$ cat src/pin_irq_consts.vh
// Register offsets, field positions, reset values and bus constants
`ifndef PIN_IRQ_CONSTS_VH
`define PIN_IRQ_CONSTS_VH

// Register word indices; the bus byte address is four times the index
`define IDX_IRQ_FLAGS        10'h25f
`define IDX_IRQ_ENABLES      10'h25e
`define IDX_EDGE_POLARITY    10'h25d
`define IDX_INPUT_LEVELS     10'h269
`define IDX_DIG_IN_ENABLES   10'h26a
`define IDX_ANALOG_ACCESS    10'h26b
`define IDX_RUN_STATUS       10'h26c

// Register byte addresses
`define OFS_IRQ_FLAGS        {`IDX_IRQ_FLAGS, 2'b00}
`define OFS_IRQ_ENABLES      {`IDX_IRQ_ENABLES, 2'b00}
`define OFS_INPUT_LEVELS     {`IDX_INPUT_LEVELS, 2'b00}
`define OFS_DIG_IN_ENABLES   {`IDX_DIG_IN_ENABLES, 2'b00}
`define OFS_ANALOG_ACCESS    {`IDX_ANALOG_ACCESS, 2'b00}
`define OFS_EDGE_POLARITY    {`IDX_EDGE_POLARITY, 2'b00}
`define OFS_RUN_STATUS       {`IDX_RUN_STATUS, 2'b00}

// Field positions
`define BIT_OVERCURRENT      7
`define PIN_MSB              5
`define HV_PINS              4
`define AA_TEST_EN           7
`define AA_DIRECT            4
`define AA_CONNECT_EN        3
`define AA_SEL_MSB           1

// Reset values
`define RST_BYTE             8'h00

// Bus responses
`define RESP_OKAY            2'b00
`define RESP_SLVERR          2'b10

`endif

$ cat src/sync2.v
// Two-flop synchroniser for a vector of pin levels
`timescale 1ns/100ps
`default_nettype none

module sync2
#(
  parameter W = 1  // Number of bits
)
(
  input  wire         clk,
  input  wire         nrst,
  input  wire [W-1:0] d,
  output wire [W-1:0] q
);

  reg [W-1:0] meta_q;  // First stage, read only by second
  reg [W-1:0] out_q;   // Second stage

  // Two flip-flop chain, reset to low
  always @(posedge clk or negedge nrst)
  begin
    if (!nrst)
    begin
      meta_q <= {W{1'b0}};
      out_q  <= {W{1'b0}};
    end
    else
    begin
      meta_q <= d;
      out_q  <= meta_q;
    end
  end

  assign q = out_q;

endmodule // sync2

`default_nettype wire

$ cat src/port_pin_irq_and_input_ctrl.v
// Port pin interrupts, over-current interrupt and high-voltage input control
// How it works
// - Bit 7 enable gates over-current request
// - Bits 5-0 enable each pin's edge interrupt
// - Edges detected regardless of direction or function
// - Over-current report sets sticky flag bit 7
// - Active pin edge sets flag bits 5-0
// - Enabled set flag raises interrupt request
// - Writing one clears flag unless an event sets it in the same cycle
// - Digital enabled, non-analog pin reads synced level
// - Otherwise high-voltage pin reads as one, unless selected with its buffer on
// - Digital enable turns input buffer on
// - Run mode analog selection forces buffer off
// - Stop mode restores buffer if digitally enabled
// - Digital enable zero disables digital input
// - Polarity one rising, zero falling edge
// - Test enable keeps buffer on unless direct
// - Selector pin connects only when enabled
//
// The AXI4-Lite register port was decided locally.
`timescale 1ns/100ps
`default_nettype none
`include "pin_irq_consts.vh"

module port_pin_irq_and_input_ctrl
#(
  parameter GP_PINS = 6,  // General-purpose port pins with edge interrupts
  parameter HV_PINS = 4   // High-voltage input pins
)
(
  input  wire               clk,
  input  wire               nrst,
  // AXI4-Lite write address
  input  wire [11:0]        s_axi_awaddr,
  input  wire               s_axi_awvalid,
  output wire               s_axi_awready,
  // AXI4-Lite write data
  input  wire [31:0]        s_axi_wdata,
  input  wire [3:0]         s_axi_wstrb,
  input  wire               s_axi_wvalid,
  output wire               s_axi_wready,
  // AXI4-Lite write response
  output reg  [1:0]         s_axi_bresp,
  output reg                s_axi_bvalid,
  input  wire               s_axi_bready,
  // AXI4-Lite read address
  input  wire [11:0]        s_axi_araddr,
  input  wire               s_axi_arvalid,
  output wire               s_axi_arready,
  // AXI4-Lite read data
  output reg  [31:0]        s_axi_rdata,
  output reg  [1:0]         s_axi_rresp,
  output reg                s_axi_rvalid,
  input  wire               s_axi_rready,
  // Pins and analog side
  input  wire [GP_PINS-1:0] gp_port_pin,
  input  wire               protected_output_pin_overcurrent,
  input  wire [HV_PINS-1:0] high_voltage_input_pin,
  input  wire               stop_mode,
  output reg  [HV_PINS-1:0] hv_input_buffer_enable,
  output reg  [HV_PINS-1:0] adc_connect,
  output reg                adc_direct,
  output wire               irq
);

  // ----------------------------------------------------------------
  // Registers
  // ----------------------------------------------------------------
  // Every software register is one byte in bits 7:0 of its word.
  // Flag and enable bit 6 have no source and always read zero.
  reg  [7:0]         flags_q;         // Sticky interrupt flags
  reg  [7:0]         enables_q;       // Interrupt enables
  reg  [7:0]         polarity_q;      // Edge polarity per pin
  reg  [7:0]         dig_en_q;        // High-voltage digital input enables
  reg  [7:0]         analog_q;        // Analog access control
  reg  [GP_PINS-1:0] gp_prev_q;       // Previous synced pin sample
  reg                oc_prev_q;       // Previous synced over-current level
  reg  [7:0]         flags_d;         // Next flag value
  reg  [7:0]         set_ev;          // Events this cycle
  reg  [7:0]         clr_mask;        // Write-one-to-clear mask

  wire [GP_PINS-1:0] gp_sync;         // Synced gp pins
  wire               oc_sync;         // Synced over-current report
  wire [HV_PINS-1:0] hv_sync;         // Synced hv pins
  wire               stop_sync;       // Synced stop mode
  wire [1:0]         sel;             // Analog selected pin
  wire               aa_en;           // Analog connection enabled
  wire               aa_test;         // Buffer test enable
  wire               aa_direct;       // Direct analog connection
  reg  [7:0]         hv_level;        // Read value of input levels

  // Write channel state
  reg                aw_have_q;       // Write address held
  reg                w_have_q;        // Write data held
  reg  [11:0]        awaddr_q;        // Held write address
  reg  [31:0]        wdata_q;         // Held write data
  reg  [3:0]         wstrb_q;         // Held strobes
  wire               wr_fire;         // Perform write this cycle

  // ----------------------------------------------------------------
  // Pin synchronisers
  // ----------------------------------------------------------------
  // Every pin crosses two flops before any edge logic
  // Stop mode and the detector report share the chain, so a mode
  // change reaches the buffer logic two edges after the pin moves.
  // All stages reset low: a pin held high through reset shows one
  // rising edge once the chain fills, harmless under falling polarity.
  sync2 #(.W(GP_PINS + HV_PINS + 2)) u_sync
  (
    .clk  (clk),
    .nrst (nrst),
    .d    ({stop_mode, protected_output_pin_overcurrent, high_voltage_input_pin, gp_port_pin}),
    .q    ({stop_sync, oc_sync, hv_sync, gp_sync})
  );

  // Fields of the analog access register
  assign sel       = analog_q[`AA_SEL_MSB:0];
  assign aa_en     = analog_q[`AA_CONNECT_EN];
  assign aa_test   = analog_q[`AA_TEST_EN];
  assign aa_direct = analog_q[`AA_DIRECT];

  // ----------------------------------------------------------------
  // Edge detection and flags
  // ----------------------------------------------------------------
  // Event and clear vectors; set wins over clear
  // An edge is a difference between the synced sample and the one
  // taken an edge earlier, so a pin change lands in its flag three
  // edges after it appears. A clear write that meets a fresh event
  // in the same cycle leaves the flag set, so no edge is lost.
  integer i;
  always @*
  begin
    // Nothing set and nothing cleared unless found below
    set_ev   = 8'h00;
    clr_mask = 8'h00;
    // Pin edges seen on pin level whatever its direction or function
    for (i = 0; i < GP_PINS; i = i + 1)
    begin
      // Polarity one picks rising, zero falling
      if (polarity_q[i])
        set_ev[i] = gp_sync[i] & ~gp_prev_q[i];
      else
        set_ev[i] = ~gp_sync[i] & gp_prev_q[i];
    end
    // Over-current report rising sets flag
    set_ev[`BIT_OVERCURRENT] = oc_sync & ~oc_prev_q;
    // Only ones clear; zeros keep flags
    if (wr_fire && awaddr_q == `OFS_IRQ_FLAGS && wstrb_q[0])
      clr_mask = wdata_q[7:0];
    flags_d = (flags_q & ~clr_mask) | set_ev;
    // Bit 6 has no event behind it
    flags_d[6] = 1'b0;
  end

  // Flag and sample registers
  always @(posedge clk or negedge nrst)
  begin
    if (!nrst)
    begin
      // No flags and idle samples after reset
      flags_q   <= `RST_BYTE;
      gp_prev_q <= {GP_PINS{1'b0}};
      oc_prev_q <= 1'b0;
    end
    else
    begin
      // Keep the current sample for the next comparison
      flags_q   <= flags_d;    // Sticky until cleared
      gp_prev_q <= gp_sync;
      oc_prev_q <= oc_sync;
    end
  end

  // Request while an enabled flag is set
  // Bit 6 is masked again so a stray enable bit can never matter
  assign irq = |(flags_q & enables_q & 8'hbf);

  // ----------------------------------------------------------------
  // High-voltage input path
  // ----------------------------------------------------------------
  // Buffer enables, read values and analog connection
  // Only the selected pin is touched by the analog function. In run
  // mode its buffer is off unless the test bit asks for it outside the
  // direct link; in stop mode it follows its digital enable again.
  // A pin whose buffer is off reads as one.
  integer j;
  always @*
  begin
    hv_level               = 8'h00;
    hv_input_buffer_enable = {HV_PINS{1'b0}};
    adc_connect            = {HV_PINS{1'b0}};
    adc_direct             = aa_en & aa_direct;
    // Defaults above, per-pin decisions below
    for (j = 0; j < HV_PINS; j = j + 1)
    begin
      // Buffer follows digital enable; zero disables
      hv_input_buffer_enable[j] = dig_en_q[j];
      // Analog selection overrides the plain enable
      if (aa_en && sel == j[1:0])
      begin
        // Selected pin connects only while enabled
        adc_connect[j] = 1'b1;
        if (stop_sync)
          hv_input_buffer_enable[j] = dig_en_q[j];
        else if (aa_test && !aa_direct)
          hv_input_buffer_enable[j] = 1'b1;
        else
          hv_input_buffer_enable[j] = 1'b0;
      end
      // Synced level when digital and not analog, or analog with buffer on, else one
      if (dig_en_q[j] && !(aa_en && sel == j[1:0]))
        hv_level[j] = hv_sync[j];
      else if (aa_en && sel == j[1:0] && hv_input_buffer_enable[j])
        hv_level[j] = hv_sync[j];
      else
        hv_level[j] = 1'b1;
    end
    // Bits above the pins read as zero
  end

  // ----------------------------------------------------------------
  // AXI4-Lite write channel
  // ----------------------------------------------------------------
  // Each half is accepted once and held until the pair is committed;
  // nothing new is taken while an answer waits, so one write at most
  // is under way. The commit edge also raises the answer.
  assign s_axi_awready = !aw_have_q && !s_axi_bvalid;
  assign s_axi_wready  = !w_have_q && !s_axi_bvalid;
  assign wr_fire       = aw_have_q && w_have_q && !s_axi_bvalid;

  // Collect address and data in either order, then answer
  always @(posedge clk or negedge nrst)
  begin
    if (!nrst)
    begin
      // Idle channels and all registers cleared
      aw_have_q    <= 1'b0;
      w_have_q     <= 1'b0;
      awaddr_q     <= 12'h000;
      wdata_q      <= 32'h00000000;
      wstrb_q      <= 4'h0;
      s_axi_bvalid <= 1'b0;
      s_axi_bresp  <= `RESP_OKAY;
      enables_q    <= `RST_BYTE;
      polarity_q   <= `RST_BYTE;
      dig_en_q     <= `RST_BYTE;
      analog_q     <= `RST_BYTE;
    end
    else
    begin
      // Address accepted
      if (s_axi_awvalid && s_axi_awready)
      begin
        aw_have_q <= 1'b1;
        awaddr_q  <= {s_axi_awaddr[11:2], 2'b00};
      end
      // Data accepted
      if (s_axi_wvalid && s_axi_wready)
      begin
        w_have_q <= 1'b1;
        wdata_q  <= s_axi_wdata;
        wstrb_q  <= s_axi_wstrb;
      end
      // Both halves present: commit the write and answer
      if (wr_fire)
      begin
        aw_have_q    <= 1'b0;
        w_have_q     <= 1'b0;
        s_axi_bvalid <= 1'b1;
        s_axi_bresp  <= `RESP_OKAY;
        // Only byte lane 0 carries register bits
        case (awaddr_q)
          `OFS_IRQ_FLAGS:
          begin
            // Handled in flag logic
          end
          `OFS_IRQ_ENABLES:
            if (wstrb_q[0]) enables_q <= wdata_q[7:0] & 8'hbf;
          `OFS_EDGE_POLARITY:
            if (wstrb_q[0]) polarity_q <= wdata_q[7:0] & 8'h3f;
          `OFS_DIG_IN_ENABLES:
            if (wstrb_q[0]) dig_en_q <= wdata_q[7:0] & 8'h0f;
          `OFS_ANALOG_ACCESS:
            if (wstrb_q[0]) analog_q <= wdata_q[7:0] & 8'hbb;
          `OFS_INPUT_LEVELS, `OFS_RUN_STATUS:
          begin
            // Read-only, write ignored
          end
          // Unmapped word: refuse
          default:
            s_axi_bresp <= `RESP_SLVERR;
        endcase
      end
      // Answer taken, channel free again
      else if (s_axi_bvalid && s_axi_bready)
        s_axi_bvalid <= 1'b0;
    end
  end

  // ----------------------------------------------------------------
  // AXI4-Lite read channel
  // ----------------------------------------------------------------
  // A new address is taken only while no answer waits, so reads are
  // answered one at a time, with the answer raised on the same edge that takes the address.
  assign s_axi_arready = !s_axi_rvalid;

  // Registered read data, one cycle after address
  always @(posedge clk or negedge nrst)
  begin
    if (!nrst)
    begin
      // No answer pending
      s_axi_rvalid <= 1'b0;
      s_axi_rdata  <= 32'h00000000;
      s_axi_rresp  <= `RESP_OKAY;
    end
    // Address taken: look up the register now
    else if (s_axi_arvalid && s_axi_arready)
    begin
      s_axi_rvalid <= 1'b1;
      s_axi_rresp  <= `RESP_OKAY;
      // Word address picks the register; low bits ignored
      case ({s_axi_araddr[11:2], 2'b00})
        `OFS_IRQ_FLAGS:      s_axi_rdata <= {24'h000000, flags_q};
        `OFS_IRQ_ENABLES:    s_axi_rdata <= {24'h000000, enables_q};
        `OFS_EDGE_POLARITY:  s_axi_rdata <= {24'h000000, polarity_q};
        `OFS_INPUT_LEVELS:   s_axi_rdata <= {24'h000000, hv_level};
        `OFS_DIG_IN_ENABLES: s_axi_rdata <= {24'h000000, dig_en_q};
        `OFS_ANALOG_ACCESS:  s_axi_rdata <= {24'h000000, analog_q};
        `OFS_RUN_STATUS:     s_axi_rdata <= {31'h00000000, stop_sync};
        default:
        begin
          // Unmapped word reads zero and is refused
          s_axi_rdata <= 32'h00000000;
          s_axi_rresp <= `RESP_SLVERR;
        end
      endcase
    end
    // Answer taken
    else if (s_axi_rvalid && s_axi_rready)
      s_axi_rvalid <= 1'b0;
  end

endmodule // port_pin_irq_and_input_ctrl

`default_nettype wire

$ cat config.mk
export PLATFORM = sky130hd
export DESIGN_NAME = port_pin_irq_and_input_ctrl
export DESIGN_NICKNAME = d
export VERILOG_FILES = /design/src/sync2.v /design/src/port_pin_irq_and_input_ctrl.v
export VERILOG_INCLUDE_DIRS = /design/src
export SDC_FILE = /design/constraint.sdc
export NUM_CORES = 1
export LEC_CHECK = 0
export BUFFER_PORTS_ARGS = -buffer_cell sky130_fd_sc_hd__buf_2
export CELL_PAD_IN_SITES_DETAIL_PLACEMENT = 0
export CELL_PAD_IN_SITES_GLOBAL_PLACEMENT = 1
export CORE_ASPECT_RATIO = 1.75
export CORE_UTILIZATION = 40
export CTS_CLUSTER_DIAMETER = 100
export DETAILED_ROUTE_END_ITERATION = 6
export GPL_ROUTABILITY_DRIVEN = 0
export PLACE_DENSITY = 0.83
export SETUP_SLACK_MARGIN = 0.02
export SYNTH_ARGS = -nofsm -noshare
export SYNTH_HDL_FRONTEND = slang
export SYNTH_SLANG_ARGS = --single-unit
$ cat constraint.sdc
create_clock -name clk -period 2.4 [get_ports clk]
set_clock_uncertainty 0.1 [all_clocks]
set_input_delay 0.12 -clock clk [delete_from_list [all_inputs] [get_ports clk]]
set_output_delay 0.12 -clock clk [all_outputs]
set_load 0.05 [all_outputs]
# Yosys cells after proc, flatten, opt, wreduce, memory -nomap -nowiden
# Index checks and enable logic that the tools add are counted.
# totals
mem_bits_rw	0
rom_bits	0
in_bits	79
register_bits	120
latchBits	0
mem_count	0
# op_classes
reduce_logical	45
muxes	39
n_mul	0
shift	0
div	0
n_bitwise	31
n_addsub	0
magnitude_cmp	0
eq_ne	17
# op_table
operator	n
== test 10 bit (second input constant)	14
case mux 8 bit (7 select lines)	1
2-to-1 mux 1 bit	35
logical AND 1 bit	24
OR reduction 7 bit	3
bitwise AND 8 bit	2
bitwise AND 1 bit	14
NOT 1 bit	13
AND reduction 3 bit	4
zero test 1 bit	9
2-to-1 mux 8 bit	1
NOT 8 bit	1
bitwise OR 8 bit	1
nonzero test 2 bit	4
== test 2 bit (second input constant)	2
2-to-1 mux 2 bit	2
== test 2 x 1 -> 1 bit (second input constant)	1
zero test 2 bit	1

# Depth between registers and ports, before layout
# Gate-level depths: netlist (run 1).
# logic_depth
ltp_word	9
ltp_mapped	6

# Hierarchy
# Synthesis (run 1) repeated with hierarchy kept, for this count alone.
# unflattened
cells_unflattened	335
area_unflattened_um2	4155.2
# modules_own_cells
module	n_inst	area_each_um2	cells_each
port_pin_irq_and_input_ctrl	1	3554.7	311
sync2	1	600.6	24

# Worst setup path after synthesis (run 1)
# Ideal clock, no wire load.
# synth_timing
path_kind	reg-to-reg
startpoint	register s_axi_bvalid
endpoint	register wdata_q[0]
path_stages_with_launch	5
n_path_buf	1
path_slack_ns	-0.015
arrival_ns	2.190
t_required_ns	2.175
cell_sequence	dfrtp_1 > nor2_1 > and2_1 > clkbuf_1 > mux2_2
# synth_via
elab_chain_len	3
# synth_rtl
element	line	text
from (decl)	port_pin_irq_and_input_ctrl.v:44	output reg s_axi_bvalid,
from (signal assigned)	port_pin_irq_and_input_ctrl.v:242	s_axi_bvalid <= 1'b0;
from (signal assigned)	port_pin_irq_and_input_ctrl.v:269	s_axi_bvalid <= 1'b1;
from (signal assigned)	port_pin_irq_and_input_ctrl.v:296	s_axi_bvalid <= 1'b0;
zero test 1 bit	port_pin_irq_and_input_ctrl.v:228	assign s_axi_wready = !w_have_q && !s_axi_bvalid;
logical AND 1 bit	port_pin_irq_and_input_ctrl.v:228	
via s_axi_wready	port_pin_irq_and_input_ctrl.v:41	output wire s_axi_wready,
logical AND 1 bit	port_pin_irq_and_input_ctrl.v:258	if (s_axi_wvalid && s_axi_wready)
to (signal assigned)	port_pin_irq_and_input_ctrl.v:261	wdata_q <= s_axi_wdata;
to (decl)	port_pin_irq_and_input_ctrl.v:96	reg [31:0] wdata_q;
# The timed path passes the listed nets, and every way through them passes these cells.
# A chain may end at the register's enable or synchronous reset.

# Final worst setup path (run 1)
# layout_timing
startpoint	register analog_q[3]
endpoint	output port hv_input_buffer_enable[2]
# layout_via
elab_chain_len	2
# layout_rtl
element	line	text
from (decl)	port_pin_irq_and_input_ctrl.v:75	reg [7:0] analog_q;
from (signal assigned)	port_pin_irq_and_input_ctrl.v:247	analog_q <= `RST_BYTE;
from (signal assigned)	port_pin_irq_and_input_ctrl.v:284	if (wstrb_q[0]) analog_q <= wdata_q[7:0] & 8'hbb;
logical AND 1 bit	port_pin_irq_and_input_ctrl.v:199	if (aa_en && sel == j[1:0])
2-to-1 mux 1 bit	port_pin_irq_and_input_ctrl.v:199	
to (decl)	port_pin_irq_and_input_ctrl.v:60	output reg [HV_PINS-1:0] hv_input_buffer_enable,
# Every way passes these cells.

==> summary.md, run 1 <==
| Metric | Value |
|---|---|
| Die area | `0.0108 sq mm` |
| Port-buffer cells | `70` |
| Commonest cells post-synth | `dfrtp_1, mux2_2, buf_4` |
| Crit path from | `analog_q[3]$_DFFE_PN0P_` |
| Dpl hpwl | `5980 microns` |
| Area leader, netlist | `dfrtp_1` |
| Clock power frac | `35.9%` |
| WP data arrival | `1.83 ns` |
| # setup viols final | `0` |
| Synth Instances | `329` |
| IO Pins | `130` |
| Clock Latency Late Sink | `0.33 ns` |
| Drt total wl | `8470 microns` |
| Largest net degree at the start of global routing | `51` |
| Vias after detailed routing | `2827` |
| Crit share post-route | `85.5%` |
| Synth Area in Compound Gates | `8.80%` |
| Final worst setup slack | `0.347 ns` |
| Most frequent cell after synthesis | `dfrtp_1` |
| Post-synthesis mux area share | `14.7%` |
| Setup crit end | `hv_input_buffer_enable[2]` |
| Layout area overhead | `27.1%` |
| Std cell rows | `48` |
| CTS root buffer | `clkbuf_16` |
| Max cap viols | `0` |
| Most used DFF post-synth | `dfrtp_1` |
| Number of hold violations in the final report | `0` |
| Ant diodes | `0` |
| DR pass1 iterations | `4` |
| Routed len/inst | `14.9 microns` |
| Routed Antenna Nets | `0` |
| Sum Neg Setup Slack | `0 ns` |
| CTS max path bufs | `2` |
| Adder-cell share of the synthesized area | `0%` |
| Sinks on Clock Net | `92` |
| Worst vdd ir | `0.000596 V` |
| Vias in the first global route | `2910` |
| Psw | `1.45 mW` |
| Synth Area in XOR/XNOR | `0%` |
| Clock Pin Slew Worst Setup and Hold Paths | `0.06 ns` |
| Setup Buffers After CTS | `0` |
| RR Endpoint | `enables_q[1]$_DFFE_PN0P_` |
| Ys async rst share | `100%` |
| H-tree depth | `3` |
| DR iter-0 viols | `79` |
| Worst min path class | `in2reg` |
| Internal power | `3.37 mW` |
| Antenna violations before repair | `0` |
| Period minus WS final | `2.05 ns` |
| Sw frac | `30.0%` |
| Worst slack, placed | `0.431 ns` |
| Status | `finished, final reports clean` |
| CTS tree | `built` |
| Max Fclk | `487 MHz` |
| CTS buffer count | `9` |
| Sequential area share after synthesis | `55.4%` |
| Number of synthesized register bits | `92` |
| Synth area leaders | `dfrtp_1, mux2_2, buf_4, nand3b_1, nor2_1` |
| Synth unique cells | `51` |
| Top-area cell type share of the netlist area | `55.4%` |
| Setup crit end kind | `output port` |
| Die X | `79.0 microns` |
| Initial core utilization | `41.7%` |
| Post_cts resized | `0` |
| Final core occ | `52.9%` |
| Non-Filler Instances | `568` |
| Reg2reg setup slack | `0.45 ns` |
| Synth Area in Simple Gates | `13.1%` |
| Logic pwr share | `21.3%` |
| Post-Syn Area | `0.00415 sq mm` |
| Post-synth EDFFs | `0` |
| Die Y | `137 microns` |
| Syn Area/Cell | `12.6 sq um` |
| GRT Util Overall | `17.2%` |
| Filler cell count | `927` |
| Unrepaired setup endpoints after global routing | `no` |
| Final slew viol count | `0` |
| Crit path launch type | `register` |
| R2r startpoint | `s_axi_bvalid$_DFFE_PN0P_` |
| Crit path required time | `2.18 ns` |
| Remaining DRCs | `0` |
| Layout cells sized above 1 | `35.0%` |
| Total gr overflow | `0` |
| Placed Cells | `517` |
| Slew HR | `62.7%` |
| First-pass GRT wire length | `14000 microns` |
| P_leak | `2.48 nW` |
| Worst-path maximum fanout | `11` |
| Largest family of logic cells by synthesized area | `multiplexers` |
| Worst r2r path cells | `4` |
| Syn. warnings | `0` |
| Post-layout nets | `517` |
| Slew @ Worst Pin | `0.560 ns` |
| Vias per cell | `4.98` |
| Worst Setup Path Type | `reg2out` |
| Flop pwr share | `42.8%` |
| Core area | `0.00997 sq mm` |
| Pwr dens | `913 mW/mm^2` |
==> layer usage <==
layer,GRT usage [%],up-vias,wire length (microns)
met5,0,-,0
met4,9.60,0,325
li1,-,1339,-
met1,19.4,1371,3270
met2,29.6,91,4540
met3,3.93,26,337
==> cell usage in the layout, fill, tap and decap left out, drive strengths merged, types with 2 or more instances in the layout <==
| master | count |
|---|---|
| o21bai | 2 |
| nand2b | 6 |
| nor2 | 17 |
| dlygate4sd3 | 35 |
| mux2i | 6 |
| nor3b | 5 |
| clkbuf | 10 |
| o2bb2ai | 5 |
| a21o | 6 |
| inv | 17 |
| o221ai | 6 |
| dfrtp | 92 |
| mux2 | 49 |
| a41oi | 2 |
| bufinv | 4 |
| nor3 | 2 |
| a21bo | 4 |
| nand3 | 4 |
| and2 | 3 |
| nand4bb | 3 |
| and3b | 3 |
| buf | 76 |
| a32oi | 2 |
| a31oi | 3 |
| nor2b | 3 |
| nand3b | 10 |
| nand4b | 2 |
| nor4b | 2 |
| nand4 | 2 |
| a211oi | 2 |
| conb | 27 |
| and4bb | 2 |
| o22ai | 3 |
| a21oi | 6 |
| a22oi | 3 |
| nand2 | 8 |
==> power by group through the flow <==
stage                     clock, mW  combinational [mW]  sequential, mW
final                          1.73                1.03            2.06
after global placement            0               0.972            2.08
after floorplan                   0               0.711            2.13
after global routing           1.83                1.11            2.11
after CTS                      1.77                1.04            2.07
after detailed placement          0               0.995            2.10
==> layout make-up <==
cell class	instances	area, sq um	share of cell area, %
Clock buffer	10	239	4.53
Clock inverter	6	134	2.54
Inverter	16	60.1	1.14
Multi-Input combinational cell	208	1630	30.8
Sequential cell	92	2300	43.6
Tap cell	125	156	2.96
Timing Repair Buffer	111	761	14.4
==> flip-flops by register name, summed over array words and instances (netlist names), 4 cells and up <==
| signal | cells |
|---|---|
| awaddr_q | 10 |
| u_sync.meta_q | 12 |
| u_sync.q | 12 |
| dig_en_q | 4 |
| enables_q | 7 |
| wdata_q | 7 |
| s_axi_rdata | 7 |
| gp_prev_q | 6 |
| analog_q | 6 |
| polarity_q | 6 |
| flags_q | 7 |
==> kinds of logic after synthesis <==
group | count (synthesis)
compound gates | 47
buf+inv | 55
flops | 92
mux | 55
other cells | 1
simple gates | 79
==> stage by stage <==
step,hold slack (ns),area (sq um),power (mW)
after floorplan,-0.276,4250,2.84
after global placement,0.0424,4550,3.05
after detailed placement,0.0495,4550,3.09
after CTS,0.00295,5280,4.88
after global routing,0.0387,5280,5.05
final,0.0176,5280,4.82
==> timing repair <==
item / 4_1_cts / 5_1_grt
hold buffers: 35 / 0
endpoints found under the hold margin: 76 / 0
setup endpoints to repair: 0 / 0
==> how the worst min path moves through the flow <==
stage	endpoint	slack [ns]	startpoint	cells after the start
5_1_grt	s_axi_rdata[7]$_DFFE_PN0P_	0.04	s_axi_araddr[3]	3
3_3_place_gp	u_sync.q[9]$_DFF_PN0_	0.04	nrst	1
4_1_cts	s_axi_rresp[1]$_DFFE_PN0P_	0.003	s_axi_araddr[4]	3
3_5_place_dp	u_sync.q[9]$_DFF_PN0_	0.05	nrst	1
2_1_floorplan	analog_q[0]$_DFFE_PN0P_	-0.28	nrst	0
6_report	s_axi_rresp[1]$_DFFE_PN0P_	0.02	s_axi_araddr[4]	3
==> critical path: stages, from the launching register on <==
cell and delay (ns):
dfrtp_1 0.49, nor4bb_1 0.40, mux2_2 0.39, buf_2 0.21
Power figures use the tool's default switching activity.
==> run 2: changes to the inputs <==
Settings changed: CORE_UTILIZATION 40 to 45, CTS_BUF_LIST from default to sky130_fd_sc_hd__clkbuf_2, GPL_TIMING_DRIVEN from default to 0, PLACE_DENSITY 0.83 to 0.91.
Clock period 2.4 ns to 2.5 ns, I/O delays scaled along.
==> run 2 against run 1 <==
  * Non-clock buffer count up 40
  * Final area up 1.1%
  * First-iteration DRC count up 5.1%
  * Clock-buffer cell count unchanged
  * Hold slack better by 0.026 ns
  * Combinational power up 5%
  * Clock power down 55%
  * Sequential cell count unchanged
  * Critical path depth up 1
  * Critical path type unchanged
  * Largest cell class unchanged
  * Largest power group unchanged
==> summary.md, run 2 (synthesized netlist as in run 1, its figures left out) <==
| Metric | Value |
|---|---|
| Worst vdd ir | `0.000878 V (+47%)` |
| Crit share post-route | `90.8%` |
| FF+latch area | `0.00230 sq mm (unchanged)` |
| GRT Util Overall | `19.3% (+2.1 points)` |
| Crit path required time | `2.28 ns (+0.10 ns)` |
| Core area | `0.00904 sq mm (-9.4%)` |
| CTS tree | `built` |
| R2r startpoint | `s_axi_rvalid$_DFFE_PN0P_` |
| Commonest non-fill, non-tap cell in the layout | `dfrtp_1` |
| Layout area overhead | `28.5%` |
| Area of the multi-input gates | `0.00163 sq mm (+0.23%)` |
| Crit path from | `analog_q[3]$_DFFE_PN0P_` |
| Final slew viol count | `0 (unchanged)` |
| Drt total wl | `8350 microns (-1.4%)` |
| H-tree depth | `3 (unchanged)` |
| Pwr dens | `714 mW/mm^2 (-22%)` |
| WP data arrival | `2.05 ns (+0.22 ns)` |
| DR iter-0 viols | `83 (+5.1%)` |
| Number of hold violations in the final report | `0 (unchanged)` |
| Post-layout nets | `557 (+7.7%)` |
| Layout cells sized above 1 | `37.5% (+2.5 points)` |
| Worst path cell trace | `clkbuf_1 > nor4b_2 > mux2_2 > buf_2` |
| Tot Pwr | `3.81 mW (-21%)` |
| Setup crit end kind | `output port` |
| Max cap viols | `0 (unchanged)` |
| Std cell rows | `46 (-4.2%)` |
| Routed Antenna Nets | `0 (unchanged)` |
| Clock Latency Late Sink | `0.53 ns (+0.20 ns)` |
| Worst-path maximum fanout | `10 (-1)` |
| Status | `finished, final reports clean` |
| Max Fclk | `440 MHz` |
| Total gr overflow | `0 (unchanged)` |
| Vias per cell | `4.91 (-1.3%)` |
| CP max stage cell | `dfrtp_1` |
| Setup Buffers After CTS | `0 (unchanged)` |
| Largest net degree at the start of global routing | `75 (+47%)` |
| Clock Pin Slew Worst Setup and Hold Paths | `0.21 ns (+0.15 ns)` |
| Sinks on Clock Net | `92 (unchanged)` |
| Slew HR | `46.4% (-16 points)` |
| Remaining DRCs | `0 (unchanged)` |
| Reg2reg setup slack | `0.25 ns (-0.20 ns)` |
| Worst Setup Path Type | `reg2out` |
| Initial core utilization | `46.0% (+4.3 points)` |
| Antenna violations before repair | `1 (+1)` |
| Most frequent cells in the layout | `dfrtp_1, buf_2, mux2_2` |
| CTS max path bufs | `2 (unchanged)` |
| WHS | `0.0438 ns (+0.0262 ns)` |
| # setup viols final | `0 (unchanged)` |
| Slew @ Worst Pin | `0.801 ns (+0.241 ns)` |
| Critical path's top delay family | `buffers and inverters` |
| Routed len/inst | `13.8 microns (-7.3%)` |
| Filler cell count | `737 (-20%)` |
| CP max stage delay | `0.39 ns (-0.10 ns)` |
| Die area | `0.00963 sq mm (-11%)` |
| Crit path launch type | `register` |
| P_leak | `2.57 nW (+3.5%)` |
| First-pass GRT wire length | `13600 microns (-2.5%)` |
| Vias after detailed routing | `2966 (+4.9%)` |
| IO Pins | `130 (unchanged)` |
| Sum Neg Setup Slack | `0 ns (unchanged)` |
| Hold_sp | `s_axi_arvalid` |
| Die X | `74.6 microns (-5.6%)` |
| Vias in the first global route | `2915 (+0.17%)` |
| Dpl hpwl | `6110 microns (+2.2%)` |
| Die Y | `129 microns (-5.6%)` |
| CTS root buffer | `clkbuf_2` |
| Period minus WS final | `2.27 ns` |
| Worst Path Buf+Inv | `2 (+1)` |
| Unrepaired setup endpoints after global routing | `no` |
| Port-buffer cells | `69 (-1.4%)` |
| Worst min path class | `in2reg` |
| DR pass1 iterations | `6 (+2)` |
| CTS buffer count | `9 (unchanged)` |
## run 2: cell count changes in the layout (fill, tap and decap cells not counted), sizes merged
cell,previous run,this run
buf,76,104
bufinv,4,2
clkbuf,10,15
dlygate4sd3,35,42
inv,17,16
diode,0,1
clkinvlp,0,1
clkinv,1,3
## run 2: worst reg2reg max path: cells and delay by family, from the launching register on
kind,cells,cell delay (ns)
AND/OR/NAND/NOR,1,0.11
buffers and inverters,3,1.35
AO/OA/AOI/OAI,2,0.22
flip-flops,1,0.43
## run 2: routing by layer
| layer | vias to the layer above | GRT usage (%) | part of all wire [%] |
|---|---|---|---|
| li1 | 1416 | - | - |
| met1 | 1434 | 20.6 | 38 |
| met2 | 92 | 33.8 | 54 |
| met3 | 24 | 3.03 | 4.0 |
| met4 | 0 | 13.2 | 4.4 |
| met5 | - | 0 | 0 |
## run 2: path summary, 6_finish.rpt
path                                                   end  depth (start not counted)
worst max-delay path             hv_input_buffer_enable[0]                          4
worst min-delay path            s_axi_rdata[4]$_DFFE_PN0P_                          5
worst max register to register  s_axi_rresp[1]$_DFFE_PN0P_                          6
worst min register to register       u_sync.q[1]$_DFF_PN0_                          0
max in group asynchronous       s_axi_rresp[1]$_DFFE_PN0P_                          4
min in group asynchronous        polarity_q[5]$_DFFE_PN0P_                          4
## run 2: where the power goes
| part | leakage [nW] | switching, mW | internal (mW) |
|---|---|---|---|
| registers | 1.11 | 0.224 | 1.73 |
| clock network | 0.0747 | 0.454 | 0.325 |
| logic | 1.38 | 0.621 | 0.458 |
## run 2: final cells by class
class / count / share of cell area, %
multi-input combinational: 208 / 30.5
tap: 120 / 2.81
sequential: 92 / 43.2
clock inverter: 6 / 1.48
inverter: 16 / 1.13
buffer: 39 / 5.00
clock buffer: 10 / 0.938
antenna: 1 / 0.0469
timing repair buffer: 112 / 14.9
## run 2: metrics by stage
| stage | area [sq um] | setup WS [ns] | std cells | util, % |
|---|---|---|---|---|
| floorplan | 4250 | 0.0850 | 355 | - |
| global placement | 4750 | 0.423 | 544 | 52.5 |
| CTS | 5330 | 0.0909 | 603 | 58.9 |
| global route | 5340 | 0.0429 | 604 | 59.0 |
| detailed placement | 4780 | 0.411 | 545 | 52.9 |
| finish | 5340 | 0.229 | 604 | 59.0 |
## run 2: repair_timing
| item | in CTS | in global routing |
|---|---|---|
| hold buffers | 42 | 0 |
| hold endpoints to repair | 128 | 0 |
| gates resized for setup | 0 | 3 |
| endpoints found under the setup margin | 0 | 2 |
==> run 3: changes to the inputs <==
Settings changed: CORE_MARGIN from default to 3.
==> run 3 against run 2 <==
  * Setup slack worse by 0.090 ns
  * Sequential power about the same
  * Total power up 2.8%
  * Sequential share of layout area down 0.12 points
  * Wire length up 6.5%
  * Sequential cell count unchanged
  * Final area up 0.28%
  * Hold slack worse by 0.028 ns
  * Maximum frequency down 3.8%
  * Largest cell class unchanged
  * Largest power group unchanged
==> summary.md, run 3 (synthesized netlist as in run 1, its figures left out) <==
| Metric | Value |
|---|---|
| Status | `finished, final reports clean` |
| DR iter-0 viols | `132 (+59%)` |
| DR pass1 iterations | `4 (-2)` |
| Area after DPL | `0.00477 sq mm (about the same)` |
| Routed len/inst | `14.8 microns (+7.1%)` |
| Worst min path class | `in2reg` |
| Crit path launch type | `register` |
| CP max stage delay | `0.39 ns (about the same)` |
| Slew @ Worst Pin | `0.789 ns (-0.0125 ns)` |
| Die Y | `133 microns (+3.1%)` |
| H-tree depth | `3 (unchanged)` |
| Max cap viols | `0 (unchanged)` |
| Remaining DRCs | `0 (unchanged)` |
| Std cell rows | `45 (-2.2%)` |
| Highest routed layer | `met4` |
| Met2 wire length | `5020 microns (+12%)` |
| Initial core utilization | `47.0% (+1.0 points)` |
| Clock Latency Late Sink | `0.56 ns (+0.03 ns)` |
| Drt total wl | `8900 microns (+6.5%)` |
| Unrepaired setup endpoints after global routing | `no` |
| First-pass GRT wire length | `14800 microns (+8.6%)` |
| CTS max path bufs | `2 (unchanged)` |
| CTS root buffer | `clkbuf_2` |
| P_leak | `2.58 nW (+0.48%)` |
| Antenna violations before repair | `1 (unchanged)` |
| Period minus WS final | `2.36 ns (+0.0897 ns)` |
| Setup crit end kind | `output port` |
| CTS buffer count | `9 (unchanged)` |
| Largest net degree at the start of global routing | `56 (-25%)` |
| Worst-path maximum fanout | `10 (unchanged)` |
| Layout area overhead | `28.8%` |
| Non-Filler Instances | `601 (-0.50%)` |
| Dpl hpwl | `6420 microns (+5.1%)` |
| CTS tree | `built` |
| CP max stage cell | `dfrtp_1` |
| Sinks on Clock Net | `92 (unchanged)` |
| Slew HR | `47.0% (+0.60 points)` |
| IO Pins | `130 (unchanged)` |
| Crit path required time | `2.28 ns (about the same)` |
| Core area | `0.00884 sq mm (-2.2%)` |
| Commonest non-fill, non-tap cell in the layout | `dfrtp_1` |
| Clock Pin Slew Worst Setup and Hold Paths | `0.24 ns (+0.03 ns)` |
| Worst Setup Path Type | `reg2out` |
| Port-buffer cells | `69 (unchanged)` |
| Most frequent cells in the layout | `dfrtp_1, buf_2, mux2_2` |
| Vias in the first global route | `3076 (+5.5%)` |
| Die X | `78.6 microns (+5.4%)` |
| # setup viols final | `0 (unchanged)` |
| Placed Cells | `542 (-0.55%)` |
| WP data arrival | `2.14 ns (+0.09 ns)` |
| Filler cell count | `743 (+0.81%)` |
| Sum Neg Setup Slack | `0 ns (unchanged)` |
| Layout cells sized above 1 | `38.1% (+0.62 points)` |
| Pwr dens | `732 mW/mm^2 (+2.5%)` |
| GRT Util Overall | `18.2% (-1.1 points)` |
| Vias per cell | `4.90 (-0.18%)` |
| Max Fclk | `424 MHz (-3.8%)` |
| Final slew viol count | `0 (unchanged)` |
| WHS | `0.0157 ns (-0.0280 ns)` |
| Worst vdd ir | `0.000687 V (-22%)` |
| Crit share post-route | `94.4% (+3.6 points)` |
| Post-layout nets | `557 (unchanged)` |
| Reg2reg setup slack | `0.23 ns (-0.02 ns)` |
| Number of hold violations in the final report | `0 (unchanged)` |
| DRT met1 WL | `3300 microns (+4.2%)` |
| Total gr overflow | `0 (unchanged)` |
| Routed Antenna Nets | `0 (unchanged)` |
| Final instance area | `0.00535 sq mm (+0.28%)` |
| Wire length on met3 | `403 microns (+19%)` |
| Worst path cell trace | `buf_1 > nor4b_1 > mux2_2 > buf_2` |
| Die area | `0.0105 sq mm (+8.6%)` |
| Vias after detailed routing | `2946 (-0.67%)` |
[run 3: path summary, 6_finish.rpt]
check | start | end | cells past startpoint
worst max-delay path | analog_q[3]$_DFFE_PN0P_ | hv_input_buffer_enable[0] | 4
worst min-delay path | s_axi_arvalid | s_axi_rdata[0]$_DFFE_PN0P_ | 5
worst max register to register | s_axi_rvalid$_DFFE_PN0P_ | s_axi_rresp[1]$_DFFE_PN0P_ | 6
worst min register to register | u_sync.meta_q[1]$_DFF_PN0_ | u_sync.q[1]$_DFF_PN0_ | 0
max in group asynchronous | nrst | u_sync.meta_q[0]$_DFF_PN0_ | 4
min in group asynchronous | nrst | u_sync.q[9]$_DFF_PN0_ | 4
[run 3: cell type report]
type                       instances  area (sq um)  area share (%)
clock inverter                     7          98.8            1.85
antenna                            1          2.50          0.0468
multi-input combinational        208          1620            30.3
tap                              117           146            2.74
clock buffer                       9          45.0           0.842
sequential                        92          2300            43.0
timing repair buffer             112           806            15.1
buffer                            39           267            4.98
inverter                          16          60.1            1.12
[run 3: report_power, final]
part	switching, mW	total (mW)	internal [mW]
Sequential	0.239	1.96	1.73
Clock	0.517	0.855	0.338
Combinational	0.635	1.09	0.460
Total	1.39	3.91	2.52
[run 3: through the flow]
step	utilization, %	total power [mW]	worst slack (ns)
floorplan	-	2.72	0.0850
finish	60.5	3.91	0.139
global placement	53.6	2.97	0.407
CTS	60.5	3.94	0.0477
detailed placement	54.0	3.03	0.460
global route	60.5	4.13	0.0207
[run 3: critical path: cells and delay by family, from the launching register on]
family                 cells  cell delay (ns)
buffers and inverters      2             0.49
DFF                        1             0.39
muxes                      1             0.39
and+or+nand+nor            1             0.30
[run 3: repair_timing]
action,4_1_cts,5_1_grt
setup buffers,0,0
hold endpoints to repair,128,0
endpoints found under the setup margin,0,2
gates resized for setup,0,3
hold buffers,42,0
[run 3: routing by layer]
| metal | up-vias | track usage [%] |
|---|---|---|
| met3 | 15 | 3.13 |
| met2 | 74 | 33.6 |
| met5 | - | 0 |
| met4 | 0 | 9.44 |
| met1 | 1429 | 19.2 |
| li1 | 1428 | - |
